File: src/design/rbr_consts.vh
// Constants of the block-read command unit
`ifndef RBR_CONSTS_VH
`define RBR_CONSTS_VH

// ----------------------------------------------------------------------
// Register offsets (byte addresses)
// ----------------------------------------------------------------------
`define RBR_OFF_CMD       12'h000
`define RBR_OFF_RESULT    12'h004
`define RBR_OFF_PARAM0    12'h008
`define RBR_OFF_PARAM1    12'h00C
`define RBR_OFF_PARAM2    12'h010
`define RBR_OFF_STATUS    12'h014
`define RBR_OFF_MASK      12'h018
`define RBR_OFF_BUSY      12'h01C
`define RBR_OFF_BUF       12'h100

// ----------------------------------------------------------------------
// Command codes and result codes
// ----------------------------------------------------------------------
`define RBR_CMD_NOP       8'h00
`define RBR_CMD_READ      8'h02
`define RBR_CMD_WRITE     8'h03
`define RBR_RES_OK        8'h00
`define RBR_RES_AUTH      8'h01
`define RBR_RES_READ      8'h02
`define RBR_RES_TAG       8'h03
`define RBR_RES_PARAM     8'h04
`define RBR_RES_CMD       8'h05

// ----------------------------------------------------------------------
// Field positions, sizes and reset values
// ----------------------------------------------------------------------
`define RBR_KSEL_ROLE_B   7
`define RBR_KSEL_ARG_KEY  6
`define RBR_KEY_IDX_MAX   6'h27
`define RBR_ST_DONE       0
`define RBR_ST_ERR        1
`define RBR_ST_W          2
`define RBR_BUF_DEPTH     64
`define RBR_BUF_AW        6
`define RBR_BLK_LIMIT     9'h100
`define RBR_SEC_BIG_FIRST 6'h20
`define RBR_RST_WORD      32'h00000000
`define RBR_RST_BYTE      8'h00

`endif

File: src/design/rbr_buf_mem.v
// Data buffer: one write port, one registered read port
`timescale 1ns/1ps
`include "rbr_consts.vh"
module rbr_buf_mem (
    input  wire                     ref_clk,
    input  wire                     wr_en,
    input  wire [`RBR_BUF_AW-1:0]   wr_addr,
    input  wire [7:0]               wr_data,
    input  wire [`RBR_BUF_AW-1:0]   rd_addr,
    output wire [7:0]               rd_data
);
    reg [7:0] mem_reg [0:`RBR_BUF_DEPTH-1];
    reg [7:0] rd_data_reg;

    always @(posedge ref_clk) begin
        if (wr_en) begin
            mem_reg[wr_addr] <= wr_data;
        end
        rd_data_reg <= mem_reg[rd_addr];
    end

    assign rd_data = rd_data_reg;
endmodule // rbr_buf_mem

File: src/design/rbr_sector_map.v
// Block number to tag sector number
`timescale 1ns/1ps
`include "rbr_consts.vh"
module rbr_sector_map (
    input  wire [7:0] blk,
    output wire [5:0] sector
);
    // Small sectors of 4 blocks below block 128, large ones of 16 above
    assign sector = blk[7] ? (`RBR_SEC_BIG_FIRST + {3'b000, blk[6:4]}) : blk[7:2];
endmodule // rbr_sector_map

File: src/design/rbr_cmd.v
// Block-read command unit with APB registers, data buffer and tag requests
//
// Behaviour
// - Code 0x02 starts a multi-block read, only for the classic sector tag family.
// - Parameters: start block, count, buffer offset, key selector, then six key bytes.
// - Key selector top bit chooses the key role used for authentication.
// - Six-byte key is taken least significant byte first.
// - Sector of the starting block is authenticated before any block is read.
// - Failed authentication writes an error result and ends the command.
// - Starting block is read first, then following blocks while count remains.
// - A block in a new sector triggers authentication of that sector, same key.
// - On success bytes lie contiguously from the offset, result is no-error.
// - A block that cannot be read gives an error result.
// - Code 0x03 is the multi-block write, only for the classic tag family.
// - Selector: low six bits key index 0..39, bit 7 role B, bit 6 argument key.
// - Result register is updated at the end of every executed command, except a write on a classic tag, which only pulses wr_start.
`timescale 1ns/1ps
`include "rbr_consts.vh"
module rbr_cmd (
    input  wire        ref_clk,
    input  wire        sys_rst,
    input  wire        psel,
    input  wire        penable,
    input  wire        pwrite,
    input  wire [11:0] paddr,
    input  wire [31:0] pwdata,
    output wire [31:0] prdata,
    output wire        pready,
    output wire        pslverr,
    output wire        irq,
    output wire        cmd_busy,
    input  wire        tag_classic,
    output wire        auth_req,
    output wire [5:0]  auth_sector,
    output wire        auth_key_b,
    output wire        auth_key_arg,
    output wire [5:0]  auth_key_idx,
    output wire [47:0] auth_key,
    input  wire        auth_done,
    input  wire        auth_ok,
    output wire        blk_rd_req,
    output wire [7:0]  blk_addr,
    input  wire        rd_valid,
    input  wire [7:0]  rd_byte,
    input  wire        rd_done,
    input  wire        rd_err,
    output wire        wr_start
);
    // ------------------------------------------------------------------
    // States
    // ------------------------------------------------------------------
    localparam [6:0] S_IDLE   = 7'b0000001;
    localparam [6:0] S_CHECK  = 7'b0000010;
    localparam [6:0] S_AUTH   = 7'b0000100;
    localparam [6:0] S_AUTH_W = 7'b0001000;
    localparam [6:0] S_RD     = 7'b0010000;
    localparam [6:0] S_RD_W   = 7'b0100000;
    localparam [6:0] S_DONE   = 7'b1000000;

    reg [6:0]               state_reg;
    reg [7:0]               cmd_reg;
    reg [7:0]               result_reg;
    reg [7:0]               res_hold_reg;
    reg [31:0]              param0_reg;
    reg [31:0]              param1_reg;
    reg [15:0]              param2_reg;
    reg [`RBR_ST_W-1:0]     status_reg;
    reg [`RBR_ST_W-1:0]     mask_reg;
    reg                     busy_reg;
    reg                     irq_reg;
    reg [31:0]              prdata_reg;
    reg                     pready_reg;
    reg                     pslverr_reg;
    reg                     auth_req_reg;
    reg [5:0]               auth_sector_reg;
    reg                     auth_key_b_reg;
    reg                     auth_key_arg_reg;
    reg [5:0]               auth_key_idx_reg;
    reg [47:0]              auth_key_reg;
    reg                     blk_rd_req_reg;
    reg [7:0]               blk_reg;
    reg [7:0]               remain_reg;
    reg [`RBR_BUF_AW-1:0]   ptr_reg;
    reg                     wr_start_reg;

    // ------------------------------------------------------------------
    // Bus decode
    // ------------------------------------------------------------------
    wire       apb_access = psel & penable;
    wire       apb_end    = apb_access & pready_reg;
    wire       buf_hit    = (paddr[11:8] == `RBR_OFF_BUF >> 8) &&
                            (paddr[7:2] < `RBR_BUF_DEPTH);
    wire       reg_hit    = (paddr == `RBR_OFF_CMD)    || (paddr == `RBR_OFF_RESULT) ||
                            (paddr == `RBR_OFF_PARAM0) || (paddr == `RBR_OFF_PARAM1) ||
                            (paddr == `RBR_OFF_PARAM2) || (paddr == `RBR_OFF_STATUS) ||
                            (paddr == `RBR_OFF_MASK)   || (paddr == `RBR_OFF_BUSY);
    wire       wr_commit  = apb_end & pwrite;
    wire       status_rd  = apb_end & ~pwrite & (paddr == `RBR_OFF_STATUS);
    wire       cmd_start  = (state_reg == S_IDLE) & (cmd_reg != `RBR_CMD_NOP);

    // Parameter list fields, byte 0 in the lowest lane
    wire [7:0] p_start    = param0_reg[7:0];
    wire [7:0] p_count    = param0_reg[15:8];
    wire [7:0] p_offset   = param0_reg[23:16];
    wire [7:0] p_keysel   = param0_reg[31:24];

    // Defensive range checks on the host's request
    wire [12:0] end_byte  = {5'b00000, p_offset} + {1'b0, p_count, 4'h0};
    wire [8:0]  end_blk   = {1'b0, p_start} + {1'b0, p_count};
    wire        bad_param = (p_count == 8'h00) ||
                            (end_byte > `RBR_BUF_DEPTH) ||
                            (end_blk > `RBR_BLK_LIMIT) ||
                            (~p_keysel[`RBR_KSEL_ARG_KEY] &&
                             (p_keysel[5:0] > `RBR_KEY_IDX_MAX));

    // ------------------------------------------------------------------
    // Sector tracking
    // ------------------------------------------------------------------
    wire [5:0] sec_cur;
    wire [5:0] sec_next;
    wire [7:0] blk_inc = blk_reg + 8'h01;

    rbr_sector_map u_sec_cur (
        .blk    (blk_reg),
        .sector (sec_cur)
    );

    rbr_sector_map u_sec_next (
        .blk    (blk_inc),
        .sector (sec_next)
    );

    // ------------------------------------------------------------------
    // Data buffer
    // ------------------------------------------------------------------
    wire                   eng_we  = (state_reg == S_RD_W) & rd_valid;
    wire                   host_we = wr_commit & buf_hit & ~busy_reg;
    wire                   mem_we  = eng_we | host_we;
    wire [`RBR_BUF_AW-1:0] mem_wa  = eng_we ? ptr_reg : paddr[`RBR_BUF_AW+1:2];
    wire [7:0]             mem_wd  = eng_we ? rd_byte : pwdata[7:0];
    wire [7:0]             mem_rd;

    rbr_buf_mem u_buf (
        .ref_clk (ref_clk),
        .wr_en   (mem_we),
        .wr_addr (mem_wa),
        .wr_data (mem_wd),
        .rd_addr (paddr[`RBR_BUF_AW+1:2]),
        .rd_data (mem_rd)
    );

    // ------------------------------------------------------------------
    // Read data mux
    // ------------------------------------------------------------------
    reg [31:0] rdata_mux;

    always @* begin
        rdata_mux = `RBR_RST_WORD;
        if (buf_hit) begin
            rdata_mux = {24'h000000, mem_rd};
        end else begin
            case (paddr)
                `RBR_OFF_CMD:    rdata_mux = {24'h000000, cmd_reg};
                `RBR_OFF_RESULT: rdata_mux = {24'h000000, result_reg};
                `RBR_OFF_PARAM0: rdata_mux = param0_reg;
                `RBR_OFF_PARAM1: rdata_mux = param1_reg;
                `RBR_OFF_PARAM2: rdata_mux = {16'h0000, param2_reg};
                `RBR_OFF_STATUS: rdata_mux = {30'h00000000, status_reg};
                `RBR_OFF_MASK:   rdata_mux = {30'h00000000, mask_reg};
                `RBR_OFF_BUSY:   rdata_mux = {31'h00000000, busy_reg};
                default:         rdata_mux = `RBR_RST_WORD;
            endcase
        end
    end

    // ------------------------------------------------------------------
    // APB slave: one wait state, so buffer data come from a register
    // ------------------------------------------------------------------
    always @(posedge ref_clk) begin
        if (sys_rst) begin
            pready_reg  <= 1'b0;
            pslverr_reg <= 1'b0;
            prdata_reg  <= `RBR_RST_WORD;
        end else begin
            pready_reg  <= apb_access & ~pready_reg;
            pslverr_reg <= apb_access & ~pready_reg & ~(reg_hit | buf_hit);
            if (apb_access & ~pready_reg & ~pwrite) begin
                prdata_reg <= rdata_mux;
            end
        end
    end

    // ------------------------------------------------------------------
    // Interrupt status: set wins over read-clear
    // ------------------------------------------------------------------
    wire                 done_now = (state_reg == S_DONE);
    wire [`RBR_ST_W-1:0] st_set   = {done_now & (res_hold_reg != `RBR_RES_OK), done_now};
    wire [`RBR_ST_W-1:0] st_next  = (status_rd ? {`RBR_ST_W{1'b0}} : status_reg) | st_set;

    always @(posedge ref_clk) begin
        if (sys_rst) begin
            status_reg <= {`RBR_ST_W{1'b0}};
            mask_reg   <= {`RBR_ST_W{1'b0}};
            irq_reg    <= 1'b0;
        end else begin
            status_reg <= st_next;
            if (wr_commit && (paddr == `RBR_OFF_MASK)) begin
                mask_reg <= pwdata[`RBR_ST_W-1:0];
            end
            irq_reg <= |(st_next & mask_reg);
        end
    end

    // ------------------------------------------------------------------
    // Host-written parameters, locked while a command runs
    // ------------------------------------------------------------------
    always @(posedge ref_clk) begin
        if (sys_rst) begin
            param0_reg <= `RBR_RST_WORD;
            param1_reg <= `RBR_RST_WORD;
            param2_reg <= 16'h0000;
        end else if (wr_commit & ~busy_reg) begin
            if (paddr == `RBR_OFF_PARAM0) begin
                param0_reg <= pwdata;
            end
            if (paddr == `RBR_OFF_PARAM1) begin
                param1_reg <= pwdata;
            end
            if (paddr == `RBR_OFF_PARAM2) begin
                param2_reg <= pwdata[15:0];
            end
        end
    end

    // ------------------------------------------------------------------
    // Command sequencer
    // ------------------------------------------------------------------
    always @(posedge ref_clk) begin
        if (sys_rst) begin
            state_reg        <= S_IDLE;
            cmd_reg          <= `RBR_CMD_NOP;
            result_reg       <= `RBR_RES_OK;
            res_hold_reg     <= `RBR_RES_OK;
            busy_reg         <= 1'b0;
            auth_req_reg     <= 1'b0;
            auth_sector_reg  <= 6'h00;
            auth_key_b_reg   <= 1'b0;
            auth_key_arg_reg <= 1'b0;
            auth_key_idx_reg <= 6'h00;
            auth_key_reg     <= 48'h000000000000;
            blk_rd_req_reg   <= 1'b0;
            blk_reg          <= `RBR_RST_BYTE;
            remain_reg       <= `RBR_RST_BYTE;
            ptr_reg          <= {`RBR_BUF_AW{1'b0}};
            wr_start_reg     <= 1'b0;
        end else begin
            auth_req_reg   <= 1'b0;
            blk_rd_req_reg <= 1'b0;
            wr_start_reg   <= 1'b0;
            if (wr_commit && (paddr == `RBR_OFF_CMD) && ~busy_reg) begin
                cmd_reg <= pwdata[7:0];
            end
            case (state_reg)
                S_IDLE: begin
                    if (cmd_start) begin
                        busy_reg  <= 1'b1;
                        state_reg <= S_CHECK;
                    end
                end
                S_CHECK: begin
                    if (cmd_reg == `RBR_CMD_READ) begin
                        if (~tag_classic) begin
                            res_hold_reg <= `RBR_RES_TAG;
                            state_reg    <= S_DONE;
                        end else if (bad_param) begin
                            res_hold_reg <= `RBR_RES_PARAM;
                            state_reg    <= S_DONE;
                        end else begin
                            blk_reg          <= p_start;
                            remain_reg       <= p_count;
                            ptr_reg          <= p_offset[`RBR_BUF_AW-1:0];
                            auth_key_b_reg   <= p_keysel[`RBR_KSEL_ROLE_B];
                            auth_key_arg_reg <= p_keysel[`RBR_KSEL_ARG_KEY];
                            auth_key_idx_reg <= p_keysel[5:0];
                            auth_key_reg     <= {param2_reg, param1_reg};
                            state_reg        <= S_AUTH;
                        end
                    end else if (cmd_reg == `RBR_CMD_WRITE) begin
                        if (~tag_classic) begin
                            res_hold_reg <= `RBR_RES_TAG;
                            state_reg    <= S_DONE;
                        end else begin
                            wr_start_reg <= 1'b1;
                            cmd_reg      <= `RBR_CMD_NOP;
                            busy_reg     <= 1'b0;
                            state_reg    <= S_IDLE;
                        end
                    end else begin
                        res_hold_reg <= `RBR_RES_CMD;
                        state_reg    <= S_DONE;
                    end
                end
                S_AUTH: begin
                    auth_req_reg    <= 1'b1;
                    auth_sector_reg <= sec_cur;
                    state_reg       <= S_AUTH_W;
                end
                S_AUTH_W: begin
                    if (auth_done) begin
                        if (auth_ok) begin
                            state_reg <= S_RD;
                        end else begin
                            res_hold_reg <= `RBR_RES_AUTH;
                            state_reg    <= S_DONE;
                        end
                    end
                end
                S_RD: begin
                    blk_rd_req_reg <= 1'b1;
                    state_reg      <= S_RD_W;
                end
                S_RD_W: begin
                    if (rd_valid) begin
                        ptr_reg <= ptr_reg + 1'b1;
                    end
                    if (rd_done) begin
                        if (rd_err) begin
                            res_hold_reg <= `RBR_RES_READ;
                            state_reg    <= S_DONE;
                        end else if (remain_reg == 8'h01) begin
                            res_hold_reg <= `RBR_RES_OK;
                            state_reg    <= S_DONE;
                        end else begin
                            remain_reg <= remain_reg - 8'h01;
                            blk_reg    <= blk_inc;
                            state_reg  <= (sec_next != sec_cur) ? S_AUTH : S_RD;
                        end
                    end
                end
                S_DONE: begin
                    result_reg <= res_hold_reg;
                    cmd_reg    <= `RBR_CMD_NOP;
                    busy_reg   <= 1'b0;
                    state_reg  <= S_IDLE;
                end
                default: begin
                    state_reg <= S_IDLE;
                    busy_reg  <= 1'b0;
                end
            endcase
        end
    end

    // ------------------------------------------------------------------
    // Outputs
    // ------------------------------------------------------------------
    assign prdata       = prdata_reg;
    assign pready       = pready_reg;
    assign pslverr      = pslverr_reg;
    assign irq          = irq_reg;
    assign cmd_busy     = busy_reg;
    assign auth_req     = auth_req_reg;
    assign auth_sector  = auth_sector_reg;
    assign auth_key_b   = auth_key_b_reg;
    assign auth_key_arg = auth_key_arg_reg;
    assign auth_key_idx = auth_key_idx_reg;
    assign auth_key     = auth_key_reg;
    assign blk_rd_req   = blk_rd_req_reg;
    assign blk_addr     = blk_reg;
    assign wr_start     = wr_start_reg;
endmodule // rbr_cmd

File: config.mk
export PLATFORM = sky130hd
export DESIGN_NAME = rbr_cmd
export DESIGN_NICKNAME = d
export VERILOG_FILES = /design/src/design/rbr_buf_mem.v /design/src/design/rbr_sector_map.v /design/src/design/rbr_cmd.v
export VERILOG_INCLUDE_DIRS = /design/src /design/src/design
export SDC_FILE = /design/constraint.sdc
export NUM_CORES = 1
export LEC_CHECK = 0
export BUFFER_PORTS_ARGS = -buffer_cell sky130_fd_sc_hd__buf_2
export CAP_MARGIN = 15
export CORE_MARGIN = 3
export CORE_UTILIZATION = 40
export DETAILED_ROUTE_END_ITERATION = 8
export GPL_TIMING_DRIVEN = 1
export MAX_ROUTING_LAYER = met4
export PLACE_DENSITY = 0.52
export SYNTH_ARGS = -nofsm -noshare
export SYNTH_HDL_FRONTEND = slang
export SYNTH_HIERARCHICAL = 1
export SYNTH_SLANG_ARGS = --single-unit
File: constraint.sdc
create_clock -name ref_clk -period 9.7 [get_ports ref_clk]
set_input_delay 1.455 -clock ref_clk [delete_from_list [all_inputs] [get_ports ref_clk]]
set_output_delay 1.455 -clock ref_clk [all_outputs]
set_load 0.01 [all_outputs]
==> impl_results.md <==
- RePlAce Congestion: around 0.9
- Top Ports: 172
- Drt total wl: 85390 um
- CTS buffer count: 80
- Area delta synth->final: 13.89%
- Clk_lat worst skew: a little over 600 ps
- Die Y: 281.0 um
- Peak supply drop: 0.0001473 V
- Initial Utilization: 40.49%
- Detailed Routing Iterations Pass 1: 8
- Placed Area: 31900 um2
- Critical path launch point type: primary input
- Ys Warns: 6
- Count of different cell masters after synthesis: 78
- Met1 Use GR: roughly 30%
- CTS Hold Bufs: 0
- IO Port Bufs: around 170
- Congestion Overflow GR: 0
- WHS: around 450 ps
- Outcome: finished clean
- Global Route Usage Sum: between 20% and 30%
- CTS tree: done
- Die W: 281.0 um
- Post-synth ARST share: 0%
- Vias: ~20000
- WP data required: 9950 ps
- Final Util: around 46%
- Number of flip-flops under the largest register name: between 500 and 600
- EDFF count, synth: a little over 500
- Setup bufs post-CTS: 0
- Worst rel slew slack: 23.83%
- Die area: ~79000 um2
- Final setup viols: 0
- Setup TNS: 0 ps
- Worst Skew: between 30 and 40 ps
- Met2 GRT Util: a little over a third
- Layout net count: between 2000 and 2500
- Area of the mapped netlist: 30250 um2
- Max Clock Freq: 243.3 MHz
- Actual slew at the worst max-slew pin: 1143 ps
- DRT iter0 DRCs: about 2100
- Fin. max-slew vios: 0
- Clock buffer depth: 3
- Clock sink count: 748
- Via density: 5.726
- Vias in the first global route: ~19000
- Min Tclk post-route: 4110 ps
- Fraction of layout cells with a size suffix above 1: approximately a fifth
- Design Area, Final: 34450 um2
- Syn Nets: between 2000 and 2500
- DRC viols: 0
- Synth area leaders: edfxtp_1, dfxtp_1, mux4_2, nand2_1, a21oi_1
- Reg clk slew, reported paths: ~60 ps
- Power, Total: 0.006661 W
- H-tree levels: 3
- Initial antenna violation count: 4
- Drt wl/cell: approximately 25 um
- Final ANT Viol Nets: 0
- Top cell type's share of synthesized area: about 51%
- Register bit total from synthesis: approximately 750
- Pwr Density: around 190 nW/um2
- Post-Synthesis Cells: around 2200
- Max Cap Viol: 0
- RSZ-0062 raised after global routing: no
- Root Driver: clkbuf_16
- Pin count of the biggest net entering global routing: between 100 and 150
- Hold Violations, Final: 0
- Register area share after synthesis: ~66%
- Core Box Area: between 70000 and 80000 um2
- Std-Cell Rows: 100
- Peak fanout along the critical path: 20
- Worst Hold Class: reg -> reg
- GRT busiest layer: met2
- Met3 usage: under 10%
- WP data arrival: about 4400 ps
- Top_reg_cell synth: edfxtp_1
- DP Wirelength: approximately 55000 um
- CP Capture Type: register
- CTS resizes: 0
- Synth Area per Inst: between 10 and 15 um2
- Final Cycle Share: 42.37%
- CP Class: in -> reg
- First-pass GRT wire length: 127100 um
- Filler instances: between 6000 and 7000
- Leak pwr: roughly 12 nW
- Synth area leader: edfxtp_1
-- critical path, cell delays in order --
cell,delay [ps]
buf_2,110
and2_1,130
buf_4,210
o21ai_0,770
or3b_2,610
or2_2,450
nor2_1,620
-- per-layer routing --
layer | vias to the layer above | part of all wire [%]
met5 | - | 0
met4 | 0 | 2.7
met3 | 144 | 6.9
met2 | 731 | 48
met1 | 9907 | 42
li1 | 8732 | -
-- cells by family (layout without fill, tap and decap cells) --
| kind of cell | count (synthesis) | count (layout) | synth area share, % |
|---|---|---|---|
| adders and majority gates | 18 | 18 | 0.7942 |
| buffers and inverters | 153 | 356 | 2.519 |
| DFF | 748 | 748 | 66.45 |
| and+or+nand+nor | 745 | 745 | 11.04 |
| xor gates and xnor gates | 17 | 17 | 0.4922 |
| AOI/OAI and AO/OA | 386 | 386 | 8.079 |
| other | 0 | 4 | 0 |
| muxes | 165 | 165 | 10.63 |
-- metrics by stage --
step                worst slack (ps)  cells
finish                          5590   3408
global route                    5400   3408
CTS                             5276   3403
detailed placement              4610   3259
global placement                4638   3258
floorplan                       5768   2232
-- cell usage in the layout (no fill, tap or decap), types with 7 or more instances in the layout --
| cell | Yosys | final |
|---|---|---|
| o22ai_1 | 22 | 22 |
| clkinv_2 | 0 | 18 |
| nand4_1 | 7 | 7 |
| nor2b_1 | 17 | 17 |
| a222oi_1 | 13 | 13 |
| clkinv_1 | 2 | 12 |
| a22oi_1 | 18 | 18 |
| mux2_2 | 10 | 10 |
| nand3b_1 | 9 | 9 |
| mux2i_1 | 31 | 31 |
| or3_1 | 12 | 12 |
| ha_1 | 16 | 16 |
| inv_1 | 8 | 8 |
| a221oi_1 | 26 | 26 |
| dfxtp_1 | 236 | 236 |
| nand3_1 | 46 | 46 |
| o21ai_0 | 21 | 21 |
| a31oi_1 | 19 | 18 |
| a211oi_1 | 12 | 12 |
| mux4_2 | 124 | 124 |
| and3_1 | 11 | 11 |
| xor2_1 | 12 | 12 |
| clkbuf_1 | 80 | 13 |
| nor2_1 | 166 | 166 |
| edfxtp_1 | 512 | 512 |
| nand2b_1 | 10 | 10 |
| nor4_1 | 10 | 10 |
| nand2_1 | 373 | 365 |
| o221ai_1 | 10 | 10 |
| buf_4 | 11 | 29 |
| a21oi_1 | 193 | 193 |
| clkbuf_8 | 0 | 11 |
| nor3_1 | 39 | 37 |
| nand2_2 | 0 | 8 |
| clkbuf_16 | 0 | 82 |
| buf_2 | 38 | 168 |
| or2_2 | 8 | 8 |
| o21ai_1 | 7 | 7 |
-- where the power goes --
part / switching, W / total (W) / internal, W
logic: 0.000193 / 0.000292 / 0.0000984
registers: 0.0000126 / 0.00343 / 0.00342
clock network: 0.00124 / 0.00294 / 0.00170
total: 0.00144 / 0.00666 / 0.00522
-- worst paths after layout --
| check | startpoint | to | slack [ps] | cells after the start |
|---|---|---|---|---|
| worst max-delay path | rd_valid | u_buf/mem_reg[60][7] | 5590 | 7 |
| worst min-delay path | auth_key[20] | auth_key[20] | 450 | 2 |
| worst max register to register | state_reg[4] | u_buf/mem_reg[60][7] | 5590 | 9 |
| worst min register to register | auth_key[20] | auth_key[20] | 450 | 2 |
-- cell type report --
| type | count | area (um2) | area share, % |
|---|---|---|---|
| Tap cell | 969 | 1212 | 3.519 |
| Antenna cell | 4 | 10.01 | 0.02906 |
| Timing Repair Buffer | 202 | 1122 | 3.258 |
| Clock buffer | 105 | 2238 | 6.497 |
| Sequential cell | 748 | 20100 | 58.34 |
| Clock inverter | 39 | 290.3 | 0.8426 |
| Multi-Input combinational cell | 1331 | 9440 | 27.40 |
| Inverter | 10 | 37.54 | 0.1090 |
-- cell usage after synthesis, types with 5 or more instances --
cell / instances
nor2_1: 166
a211oi_1: 12
buf_2: 38
or2_2: 8
xor2_1: 12
mux2i_1: 31
nand3_1: 46
and3_1: 11
or3_1: 12
o21ai_1: 7
nand3b_1: 9
buf_6: 11
nor3_1: 39
edfxtp_1: 512
o211ai_1: 5
nand2_1: 373
inv_1: 8
mux4_2: 124
xnor2_1: 5
nor2b_1: 17
dfxtp_1: 236
o2bb2ai_1: 5
a221oi_1: 26
nand4_1: 7
and2_1: 6
a31oi_1: 19
ha_1: 16
o21ai_0: 21
o22ai_1: 22
clkbuf_1: 80
nand2b_1: 10
o221ai_1: 10
buf_4: 11
a21oi_1: 193
a222oi_1: 13
mux2_2: 10
a22oi_1: 18
nor4_1: 10
Power figures use the tool's default switching activity.
